===== src/apcs_regs.svh =====
// Purpose: constants for the pair conversion sequencer, both ends
// Assumes: 100 MHz system clock, conversion clock made by a divider enable
// Notes: configuration bit positions are those of the 32-bit config word
`ifndef APCS_REGS_SVH
`define APCS_REGS_SVH
`define APCS_CFG_WIDTH 32
`define APCS_POS_REFDAC_LO 0
`define APCS_POS_REFDAC_HI 9
`define APCS_POS_REF_MODE 13
`define APCS_POS_REF_ENABLE 15
`define APCS_POS_RANGE_A 16
`define APCS_POS_STATUS_POL 26
`define APCS_POS_STATUS_FUNC 27
`define APCS_POS_CLK_SRC 29
`define APCS_CFG_RESET 32'h00000000
`define APCS_CONV_CYCLES 5'h13
`define APCS_SLEEP_CYCLES 5'h1A
`define APCS_INTERNAL_CONV_CLOCK_DIV 4'h8
`define APCS_REF_2V5_MV 13'h09C4
`define APCS_REF_3V0_MV 13'h0BB8
`define APCS_DAC_MIN_MV 13'h01F4
`define APCS_NUM_PAIRS 4
`endif


===== src/apcs_pkg.sv =====
// Purpose: shared types for the pair conversion sequencer
// Assumes: constants come from apcs_regs.svh
// Notes: one-hot state codes written out
package apcs_pkg;
  typedef enum logic [2:0] {
    APCS_IDLE = 3'h1,
    APCS_HOLD = 3'h2,
    APCS_CONV = 3'h4
  } apcs_pair_state_e;
  typedef logic [3:0] apcs_pair_t;
  typedef logic [9:0] apcs_dac_t;
endpackage


===== src/apcs_if.sv =====
// Purpose: pins between the converter device and its host controller
// Assumes: one system clock on both ends
// Notes: the status pin is a plain output of the device
`timescale 1ns/1ps
`default_nettype none
interface apcs_if (
  input wire logic clock,
  input wire logic rst
);
  logic [3:0] pair_sample_strobe; // bit 0 is the master strobe
  logic external_conv_clock;
  logic auto_sleep_pin;
  logic config_source_pin;
  logic range_pin;
  logic [31:0] config_word;
  logic config_load;
  logic read_access;
  logic status_pin;
  modport device (
    input pair_sample_strobe, external_conv_clock, auto_sleep_pin, config_source_pin,
    input range_pin, config_word, config_load, read_access,
    output status_pin
  );
  modport host (
    output pair_sample_strobe, external_conv_clock, auto_sleep_pin, config_source_pin,
    output range_pin, config_word, config_load, read_access,
    input status_pin
  );
endinterface
`default_nettype wire


===== src/apcs_pair_conv.sv =====
// Purpose: one channel pair: hold, pre-charge and convert
// Assumes: start and conv_tick are single-cycle pulses in the system clock
// Notes: a start during an ongoing conversion is ignored
`timescale 1ns/1ps
`default_nettype none
`include "apcs_regs.svh"
module apcs_pair_conv
  import apcs_pkg::*;
(
  input wire logic clock,
  input wire logic rst,
  input wire logic start,
  input wire logic conv_tick,
  input wire logic [4:0] length,
  output logic held,
  output logic converting,
  output logic done
);
  apcs_pair_state_e state_r;
  logic [4:0] count_r;

  ////////////////////////////////////////////////////////////////////////////
  // sequence: hold on strobe, convert from next conversion clock edge
  always_ff @(posedge clock) begin
    if (rst) begin
      state_r <= APCS_IDLE;
      count_r <= 5'h00;
      done <= 1'b0;
    end else begin
      done <= 1'b0;
      case (state_r)
        APCS_IDLE: begin
          if (start) begin
            state_r <= APCS_HOLD;
          end
        end
        APCS_HOLD: begin
          if (conv_tick) begin
            state_r <= APCS_CONV;
            count_r <= 5'h01; // first cycle is the pre-charge
          end
        end
        APCS_CONV: begin
          if (conv_tick) begin
            if (count_r >= length) begin
              state_r <= APCS_IDLE;
              done <= 1'b1;
            end else begin
              count_r <= count_r + 5'h01;
            end
          end
        end
        default: state_r <= APCS_IDLE;
      endcase
    end
  end

  assign held = (state_r != APCS_IDLE);
  assign converting = held;
endmodule
`default_nettype wire


===== src/apcs_device.sv =====
// Purpose: conversion control and status of the eight-channel pair converter
// Assumes: strobes and external clock arrive asynchronously on pins
// Notes: analog parts are modelled as settings on output ports only
`timescale 1ns/1ps
`default_nettype none
`include "apcs_regs.svh"
module apcs_device
  import apcs_pkg::*;
(
  input wire logic clock,
  input wire logic rst,
  apcs_if.device link,
  output logic range_4x,
  output logic ref_3v_mode,
  output logic ref_enable,
  output logic [12:0] ref_millivolts,
  output logic [2:0] next_out_channel,
  output logic [3:0] pair_held
);
  logic [31:0] cfg_r;
  logic [3:0] strb_s1_r, strb_s2_r, strb_d_r;
  logic [1:0] external_conv_clock_s_r;
  logic external_conv_clock_d_r, sleep_s1_r, sleep_s2_r, rng_s1_r, rng_s2_r;
  logic [3:0] cdiv_r;
  logic [3:0] rise, conv_busy, done;
  logic internal_conv_clock_tick, external_conv_clock_tick, conv_tick, ext_sel, busy, busy_d_r, range_latch_r, ready_r;
  logic [4:0] conv_len;
  logic [22:0] dac_prod;

  ////////////////////////////////////////////////////////////////////////////
  // configuration word from the host; internal reference off after reset
  always_ff @(posedge clock) begin
    if (rst) begin
      cfg_r <= `APCS_CFG_RESET;
    end else if (link.config_load) begin
      cfg_r <= link.config_word;
    end
  end

  // pin synchronisers: first stage feeds only the second
  always_ff @(posedge clock) begin
    if (rst) begin
      strb_s1_r <= 4'h0;
      strb_s2_r <= 4'h0;
      strb_d_r <= 4'h0;
      external_conv_clock_s_r <= 2'h0;
      external_conv_clock_d_r <= 1'b0;
      sleep_s1_r <= 1'b0;
      sleep_s2_r <= 1'b0;
      rng_s1_r <= 1'b0;
      rng_s2_r <= 1'b0;
    end else begin
      strb_s1_r <= link.pair_sample_strobe;
      strb_s2_r <= strb_s1_r;
      strb_d_r <= strb_s2_r;
      external_conv_clock_s_r <= {external_conv_clock_s_r[0], link.external_conv_clock};
      external_conv_clock_d_r <= external_conv_clock_s_r[1];
      sleep_s1_r <= link.auto_sleep_pin;
      sleep_s2_r <= sleep_s1_r;
      rng_s1_r <= link.range_pin;
      rng_s2_r <= rng_s1_r;
    end
  end

  ////////////////////////////////////////////////////////////////////////////
  // internal conversion clock as a divider enable
  always_ff @(posedge clock) begin
    if (rst) begin
      cdiv_r <= 4'h0;
    end else if (cdiv_r == `APCS_INTERNAL_CONV_CLOCK_DIV - 4'h1) begin
      cdiv_r <= 4'h0;
    end else begin
      cdiv_r <= cdiv_r + 4'h1;
    end
  end

  // external clock only selectable in software mode; it may stop between frames
  assign ext_sel = link.config_source_pin & cfg_r[`APCS_POS_CLK_SRC];
  assign internal_conv_clock_tick = (cdiv_r == 4'h0);
  assign external_conv_clock_tick = external_conv_clock_s_r[1] & ~external_conv_clock_d_r;
  assign conv_tick = ext_sel ? external_conv_clock_tick : internal_conv_clock_tick;
  // strobe phase against the free internal tick gives 19 or 20 cycles in all, 26 or 27 with auto sleep
  assign conv_len = sleep_s2_r ? `APCS_SLEEP_CYCLES : `APCS_CONV_CYCLES;
  assign rise = strb_s2_r & ~strb_d_r;

  genvar gi;
  generate
    for (gi = 0; gi < `APCS_NUM_PAIRS; gi = gi + 1) begin : g_pair
      apcs_pair_conv u_pair (
        .clock(clock),
        .rst(rst),
        .start(rise[gi]),
        .conv_tick(conv_tick),
        .length(conv_len),
        .held(pair_held[gi]),
        .converting(conv_busy[gi]),
        .done(done[gi])
      );
    end
  endgenerate

  ////////////////////////////////////////////////////////////////////////////
  // busy: any pair converting; a finished pair drops busy for one conversion cycle
  logic gap_r;
  always_ff @(posedge clock) begin
    if (rst) begin
      gap_r <= 1'b0;
    end else if (|done) begin
      gap_r <= 1'b1;
    end else if (conv_tick | (|rise)) begin
      gap_r <= 1'b0;
    end
  end
  assign busy = ((|conv_busy) | (|rise)) & ~(gap_r & ~(|rise));

  // range pin caught on the falling edge of busy, only while the status polarity bit is clear
  always_ff @(posedge clock) begin
    if (rst) begin
      busy_d_r <= 1'b0;
      range_latch_r <= 1'b0;
    end else begin
      busy_d_r <= busy;
      if (busy_d_r & ~busy & ~cfg_r[`APCS_POS_STATUS_POL]) begin
        range_latch_r <= rng_s2_r;
      end
    end
  end

  // data ready: set on load wins over clear on read
  always_ff @(posedge clock) begin
    if (rst) begin
      ready_r <= 1'b0;
    end else if (|done) begin
      ready_r <= 1'b1;
    end else if (link.read_access) begin
      ready_r <= 1'b0;
    end
  end

  // output channel pointer: master strobe restarts at A0, reads advance
  always_ff @(posedge clock) begin
    if (rst) begin
      next_out_channel <= 3'h0;
    end else if (rise[0]) begin
      next_out_channel <= 3'h0;
    end else if (link.read_access) begin
      next_out_channel <= next_out_channel + 3'h1;
    end
  end

  assign link.status_pin = (cfg_r[`APCS_POS_STATUS_FUNC] ? ready_r : busy)
                           ^ cfg_r[`APCS_POS_STATUS_POL];

  ////////////////////////////////////////////////////////////////////////////
  // analog settings; software mode ignores the range pin
  assign range_4x = link.config_source_pin ? cfg_r[`APCS_POS_RANGE_A] : range_latch_r;
  assign ref_3v_mode = cfg_r[`APCS_POS_REF_MODE];
  assign ref_enable = cfg_r[`APCS_POS_REF_ENABLE];
  assign dac_prod = (ref_3v_mode ? `APCS_REF_3V0_MV : `APCS_REF_2V5_MV)
                    * ({3'h0, cfg_r[`APCS_POS_REFDAC_HI:`APCS_POS_REFDAC_LO]} + 13'h0001);
  assign ref_millivolts = dac_prod[22:10];
endmodule
`default_nettype wire


===== src/flat_wrapper.sv =====
// flat-port wrapper written by rule: the top's interface ports become plain ports
module apcs_device_flat import apcs_pkg::*;
  (clock, rst, range_4x, ref_3v_mode, ref_enable, ref_millivolts, next_out_channel, pair_held, link_pair_sample_strobe, link_external_conv_clock, link_auto_sleep_pin, link_config_source_pin, link_range_pin, link_config_word, link_config_load, link_read_access, link_status_pin);
  apcs_if link_i (.clock(clock), .rst(rst));
  input wire logic clock;
  input wire logic rst;
  output logic range_4x;
  output logic ref_3v_mode;
  output logic ref_enable;
  output logic [12:0] ref_millivolts;
  output logic [2:0] next_out_channel;
  output logic [3:0] pair_held;
  input wire logic [$bits(link_i.pair_sample_strobe)-1:0] link_pair_sample_strobe;
  input wire logic [$bits(link_i.external_conv_clock)-1:0] link_external_conv_clock;
  input wire logic [$bits(link_i.auto_sleep_pin)-1:0] link_auto_sleep_pin;
  input wire logic [$bits(link_i.config_source_pin)-1:0] link_config_source_pin;
  input wire logic [$bits(link_i.range_pin)-1:0] link_range_pin;
  input wire logic [$bits(link_i.config_word)-1:0] link_config_word;
  input wire logic [$bits(link_i.config_load)-1:0] link_config_load;
  input wire logic [$bits(link_i.read_access)-1:0] link_read_access;
  output wire logic [$bits(link_i.status_pin)-1:0] link_status_pin;
  assign link_i.pair_sample_strobe = link_pair_sample_strobe;
  assign link_i.external_conv_clock = link_external_conv_clock;
  assign link_i.auto_sleep_pin = link_auto_sleep_pin;
  assign link_i.config_source_pin = link_config_source_pin;
  assign link_i.range_pin = link_range_pin;
  assign link_i.config_word = link_config_word;
  assign link_i.config_load = link_config_load;
  assign link_i.read_access = link_read_access;
  assign link_status_pin = link_i.status_pin;
  apcs_device u_core (.clock(clock), .rst(rst), .link(link_i), .range_4x(range_4x), .ref_3v_mode(ref_3v_mode), .ref_enable(ref_enable), .ref_millivolts(ref_millivolts), .next_out_channel(next_out_channel), .pair_held(pair_held));
endmodule

===== config.mk =====
export PLATFORM = sky130hd
export DESIGN_NAME = apcs_device_flat
export DESIGN_NICKNAME = d
export VERILOG_FILES = /design/src/apcs_pkg.sv /design/src/apcs_if.sv /design/src/apcs_pair_conv.sv /design/src/apcs_device.sv /design/src/flat_wrapper.sv
export VERILOG_INCLUDE_DIRS = /design/src /design/src/src
export SDC_FILE = /design/constraint.sdc
export NUM_CORES = 1
export LEC_CHECK = 0
export BUFFER_PORTS_ARGS = -buffer_cell sky130_fd_sc_hd__buf_4
export CAP_MARGIN = 30
export CORE_UTILIZATION = 50
export CTS_CLUSTER_DIAMETER = 60
export CTS_CLUSTER_SIZE = 16
export DETAILED_ROUTE_END_ITERATION = 16
export GPL_TIMING_DRIVEN = 0
export PLACE_DENSITY = 0.7
export SETUP_SLACK_MARGIN = 0.02
export SLEW_MARGIN = 15
export SYNTH_ARGS = -nofsm -noshare
export SYNTH_HDL_FRONTEND = slang
export SYNTH_SLANG_ARGS = --single-unit

===== constraint.sdc =====
create_clock -name clock -period 17.5 [get_ports clock]
set_input_delay 3.5 -clock clock [delete_from_list [all_inputs] [get_ports clock]]
set_output_delay 3.5 -clock clock [all_outputs]
set_load 0.02 [all_outputs]

### After elaboration in Yosys (flattened, before gate mapping)

Index checks and enable logic that the tools add are counted.

| operators by class | value |
|---|---|
| add/sub/neg operators | 7 |
| multipliers | 1 |
| $lt $le $gt $ge | 4 |
| equal/unequal tests | 37 |
| multiplexer cells | 43 |
| bitwise logic cells | 21 |
| reductions and logical operators | 24 |

Operators with widths:

| kind | count |
|---|---|
| two-way mux 5 bit | 9 |
| one-hot mux 5 bit (2 select lines) | 4 |
| two-way mux 3 bit | 13 |
| one-hot mux 3 bit (3 select lines) | 4 |
| AND reduction 4 bit | 8 |
| != test 2 x 1 -> 1 bit, second input constant | 12 |
| multiplier 23 x 23 -> 23 bit | 1 |
| adder 5 x 1 -> 5 bit, second input constant | 4 |
| >= comparator 5 bit | 4 |
| != test 2 bit, second input constant | 8 |
| == test 3 x 1 -> 1 bit, second input constant | 4 |
| == test 3 x 2 -> 1 bit, second input constant | 4 |
| == test 3 bit, second input constant | 4 |
| != test 3 x 1 -> 1 bit, second input constant | 4 |
| nonzero test 2 bit | 6 |
| OR reduction 3 bit | 4 |
| OR reduction 4 bit | 3 |
| adder 10 x 1 -> 11 bit, second input constant | 1 |
| two-way mux 1 bit | 11 |
| two-way mux 10 bit | 1 |
| inverter 1 bit | 10 |
| AND 1 bit | 6 |
| adder 4 x 1 -> 4 bit, second input constant | 1 |
| AND 4 bit | 1 |
| 8 further kinds | 10 |

| storage, ports and cells | value |
|---|---|
| register bits | 96 |
| input bits | 44 |
| output and inout port bits | 24 |

### Logic depth before layout (Yosys ltp)

| logic depth | value |
|---|---|
| word-level depth | 10 |
| gate-level depth with buffers | 24 |
| depth with buffers taken out | 23 |

### Modules after synthesis

From an unflattened synthesis, not the netlist that was laid out.

| second synthesis, totals | value |
|---|---|
| cell total of the unflattened synthesis | 803 |
| area, all modules | 7193.1 µm² |

Modules (own cells, without submodules):

| module | instances | cells an instance | area an instance (µm²) |
|---|---|---|---|
| apcs_device | 1 | 535 | 4875.9 |
| apcs_pair_conv | 4 | 67 | 579.3 |

### Least setup slack after synthesis

Ideal clock, no wire load.

| timing path | value |
|---|---|
| path kind | register to output |
| from | register u_core.cfg_r[0] |
| to | output port ref_millivolts[12] |
| data arrival time | 5.882 ns |
| path slack | 8.118 ns |
| cell stages (with the launch flop) | 25 |
| buffers on the path | 1 |
| cells stage by stage | dfxtp_1 > ha_1 > and4_1 > buf_2 > nand2_1 > xnor2_2 > xnor2_1 > and2_1 > ha_1 > or2_1 > fa_1 > inv_1 > fa_1 > inv_1 > fa_1 > inv_1 > fa_1 > inv_1 > ha_1 > a211oi_1 > nor3b_2 > o32ai_4 > o31ai_2 > a211oi_2 > xnor2_1 |

| on the way | value |
|---|---|
| word-level cells in the longest chain between the ends | 2 |

Ends and longest elaborated chain:

| item | line | source |
|---|---|---|
| start: declaration | apcs_device.sv:20 | `logic [31:0] cfg_r;` |
| start signal: assignment | apcs_device.sv:34 | `` cfg_r <= `APCS_CFG_RESET; `` |
| start signal: assignment | apcs_device.sv:36 | `cfg_r <= link.config_word;` |
| adder 10 x 1 -> 11 bit | apcs_device.sv:160 | `` * ({3'h0, cfg_r[`APCS_POS_REFDAC_HI:`APCS_POS_REFDAC_LO]} + 13'h0001); `` |
| multiplier 23 x 23 -> 23 bit | apcs_device.sv:159 | `` assign dac_prod = (ref_3v_mode ? `APCS_REF_3V0_MV : `APCS_REF_2V5_MV) `` |
| end: declaration | flat_wrapper.sv:10 | `output logic [12:0] ref_millivolts;` |

No other way between the ends.

### Final worst setup path

Ends and elaborated chain as after synthesis.

==> results.json <==
{
  "cts_hold_buffers": 0,
  "rsz0062_at_grt": "no",
  "die_area_sq_um": 14100,
  "met2_length_um": 6700,
  "htreeDepth": 3,
  "cellInternalPower_mw": 0.420,
  "fp.dieH_um": 119,
  "setup_tns_ns": 0,
  "die_x_um": 119,
  "peakVddDrop_mv": 0.0680,
  "post-route-min-period_ns": 10.30,
  "hold_depth": 1,
  "hpwl_um": 10600,
  "grt_pass1_wl_um": 23600,
  "seq_area_frac_synth": 0.241,
  "dr.first_iter.drc_count": 226,
  "grt_pass1_vias": 5322,
  "synthMuxAreaShare": 0.0563,
  "overflow": 0,
  "numCtsBuffers": 9,
  "synth_top_family_by_area": "adder cells",
  "area_growth_pct": 12.9,
  "period_share": 0.589,
  "synthCells": 762,
  "grt_max_degree": 15,
  "tightest_slew_ns": 0.638,
  "met3_length_um": 266,
  "power_switching_mw": 0.256,
  "clk_pin_slew_ns": 0.06,
  "cts_tree": "yes",
  "grt_util_all_layers": 0.205,
  "postCtsSetupBuffers": 0,
  "dr.pass1.iters": 4,
  "drt-met1-wl_um": 6000,
  "drv_slew": 0,
  "drt_wl_total_um": 13200,
  "seq_power_share": 0.291,
  "syn-cell-area_sq_um": 6800,
  "yosysWarnings": 0,
  "endpoint_kind": "primary output",
  "antenna_cells": 0,
  "min_from": "u_core.strb_s1_r[0]",
  "leakage_nw": 3.77,
  "post-route-util": 0.580,
  "viasPerCell": 5.16,
  "drc": 0,
  "synth_xor_area_frac": 0.0425,
  "p_clk_frac": 0.252,
  "register_area_sq_um": 1640,
  "synth_edf_count": 0,
  "ioPinCount": 68,
  "synth_fa_ha_area_frac": 0.288,
  "syn_avg_cell_area_sq_um": 8.93,
  "final_nets": 996,
  "insertion_delay_ns": 0.34,
  "setup_viol": 0,
  "max_stage_delay_ns": 0.54,
  "critPathKind": "reg -> out",
  "timing.rr.end": "u_core.g_pair[1].u_pair.count_r[1]",
  "slew_headroom": 0.572,
  "vias": 5187,
  "start_util": 0.514,
  "core_area_sq_um": 13200,
  "postRouteAntennaNets": 0,
  "cp.required_ns": 14.00,
  "gp_congestion": 0.865,
  "drive_above_1_share": 0.113,
  "switching_share": 0.378,
  "fin_skew_ns": 0.00755,
  "reg2reg_from": "u_core.sleep_s2_r",
  "synth_compound_area_frac": 0.109,
  "synth-async-reset-ratio": 0,
  "drv_cap": 0,
  "min_path_type": "reg -> reg",
  "outcome": "finished clean",
  "yosysUniqueCellTypes": 61,
  "post_cts_resized": 0,
  "critPathLaunchType": "flop",
  "multi_input_area_sq_um": 4610,
  "portBuffers": 50,
  "highest_layer": "met4",
  "rrSetupSlack_ns": 15.20,
  "r2r_cells": 8,
  "fmax_mhz": 97.1,
  "critical_path_arrival_ns": 6.80,
  "p_per_area_nw_per_um2": 88.1,
  "n_fill_cell": 1197,
  "cts_root_buf": "clkbuf_16",
  "hold-path-endpoint": "u_core.strb_s2_r[0]",
  "rows": 42,
  "yosys.area_share.simple": 0.181,
  "cts.path.max_buffers": 2,
  "hold_viol": 0,
  "synthFlopType": "dfxtp_1",
  "crit_path_top_delay_cell": "fa_1",
  "path_max_fanout": 8,
  "wl_per_cell_um": 13.1,
  "ys_ff_latch": 82,
  "antenna_found_initial": 0,
  "combPwrFrac": 0.457,
  "cts.sinks": 82
}
kinds of logic after synthesis:
| family | Yosys count |
|---|---|
| flops | 82 |
| buf+inv | 141 |
| simple gates | 234 |
| mux | 38 |
| xor+xnor | 30 |
| fa+ha+maj | 127 |
| compound gates | 108 |
| other cells | 2 |
registers in the layout, indices dropped and copies added (netlist names), 2 cells and up:
name and cells:
u_core.cfg_r 16, u_core.cdiv_r 4, u_core.next_out_channel 3, u_core.g_pair.u_pair.state_r 12
u_core.strb_s1_r 4, u_core.strb_d_r 4, u_core.g_pair.u_pair.done 4, u_core.strb_s2_r 4
u_core.external_conv_clock_s_r 2, u_core.g_pair.u_pair.count_r 20
placed cells by master (no fill, tap or decap), types with 13 or more instances in the layout:
cell type and count:
nor2_1 52, nor3_1 14, nand4_1 13, inv_1 111
nand2_1 46, mux2i_1 36, fa_1 49, clkbuf_1 19
ha_1 78, a21o_1 17, dfxtp_1 82, xnor2_1 19
buf_4 56, a21oi_1 40, nand2b_1 26, nor2b_1 34
cells in the mapped netlist (6+ instances only):
| cell | n | share of area |
|---|---|---|
| inv_1 | 111 | 0.061 |
| dfxtp_1 | 82 | 0.24 |
| ha_1 | 78 | 0.14 |
| nor2_1 | 52 | 0.029 |
| fa_1 | 49 | 0.14 |
| nand2_1 | 46 | 0.025 |
| a21oi_1 | 40 | 0.029 |
| mux2i_1 | 36 | 0.053 |
| nor2b_1 | 34 | 0.031 |
| nand2b_1 | 26 | 0.024 |
| xnor2_1 | 19 | 0.024 |
| clkbuf_1 | 18 | 0.0099 |
| a21o_1 | 17 | 0.019 |
| nor3_1 | 14 | 0.010 |
| nand4_1 | 13 | 0.012 |
| nand3_1 | 11 | 0.0081 |
| o21ai_0 | 10 | 0.0074 |
| xor2_1 | 9 | 0.012 |
| a31oi_1 | 8 | 0.0074 |
| nor4_1 | 7 | 0.0064 |
| a211oi_1 | 6 | 0.0066 |
| buf_4 | 6 | 0.0066 |
critical path, delay by kind of cell (launching register included):
family | cells | cell delay, ns
AOI/OAI and AO/OA | 4 | 1.08
xor gates and xnor gates | 3 | 0.68
adders and majority gates | 7 | 2.84
buffers and inverters | 6 | 0.51
DFF | 1 | 0.51
and+or+nand+nor | 5 | 0.82
area by class of cell:
cell class,count,area share
multi-input combinational,541,0.601
sequential,82,0.214
inverter,111,0.0543
timing repair buffer,50,0.0489
clock buffer,10,0.0298
tap,176,0.0287
buffer,30,0.0182
clock inverter,6,0.00554
through the flow:
step	instance area, sq um	instances	setup slack, ns	total power [mW]	hold WS (ns)
after floorplan	6810	764	8.12	0.422	0.414
after CTS	7680	1006	7.12	0.683	0.439
after global routing	7680	1006	6.81	0.733	0.450
after detailed placement	7410	990	7.49	0.513	0.425
final	7680	1006	7.20	0.676	0.437
after global placement	7410	990	7.61	0.505	0.418
power groups by stage:
stage	clock network [mW]	logic, mW	registers, mW
floorplan	0	0.221	0.201
global placement	0	0.304	0.201
detailed placement	0	0.312	0.201
CTS	0.173	0.313	0.197
global route	0.182	0.353	0.198
finish	0.170	0.309	0.197
worst max-delay path by stage:
stage	start	endpoint	slack, ns	cells after the start
finish	u_core.cfg_r[0]	ref_millivolts[12]	7.20	25
detailed placement	u_core.cfg_r[0]	ref_millivolts[12]	7.49	25
CTS	u_core.cfg_r[0]	ref_millivolts[12]	7.12	25
global placement	u_core.cfg_r[0]	ref_millivolts[12]	7.61	25
floorplan	u_core.cfg_r[0]	ref_millivolts[12]	8.12	24
global route	u_core.cfg_r[0]	ref_millivolts[11]	6.81	25
per-layer routing:
layer | up-vias | global-route usage
li1 | 2641 | -
met1 | 2471 | 0.249
met2 | 59 | 0.376
met3 | 16 | 0.0130
met4 | 0 | 0.0799
met5 | - | 0
No activity file was read; power rests on OpenSTA's default activity.
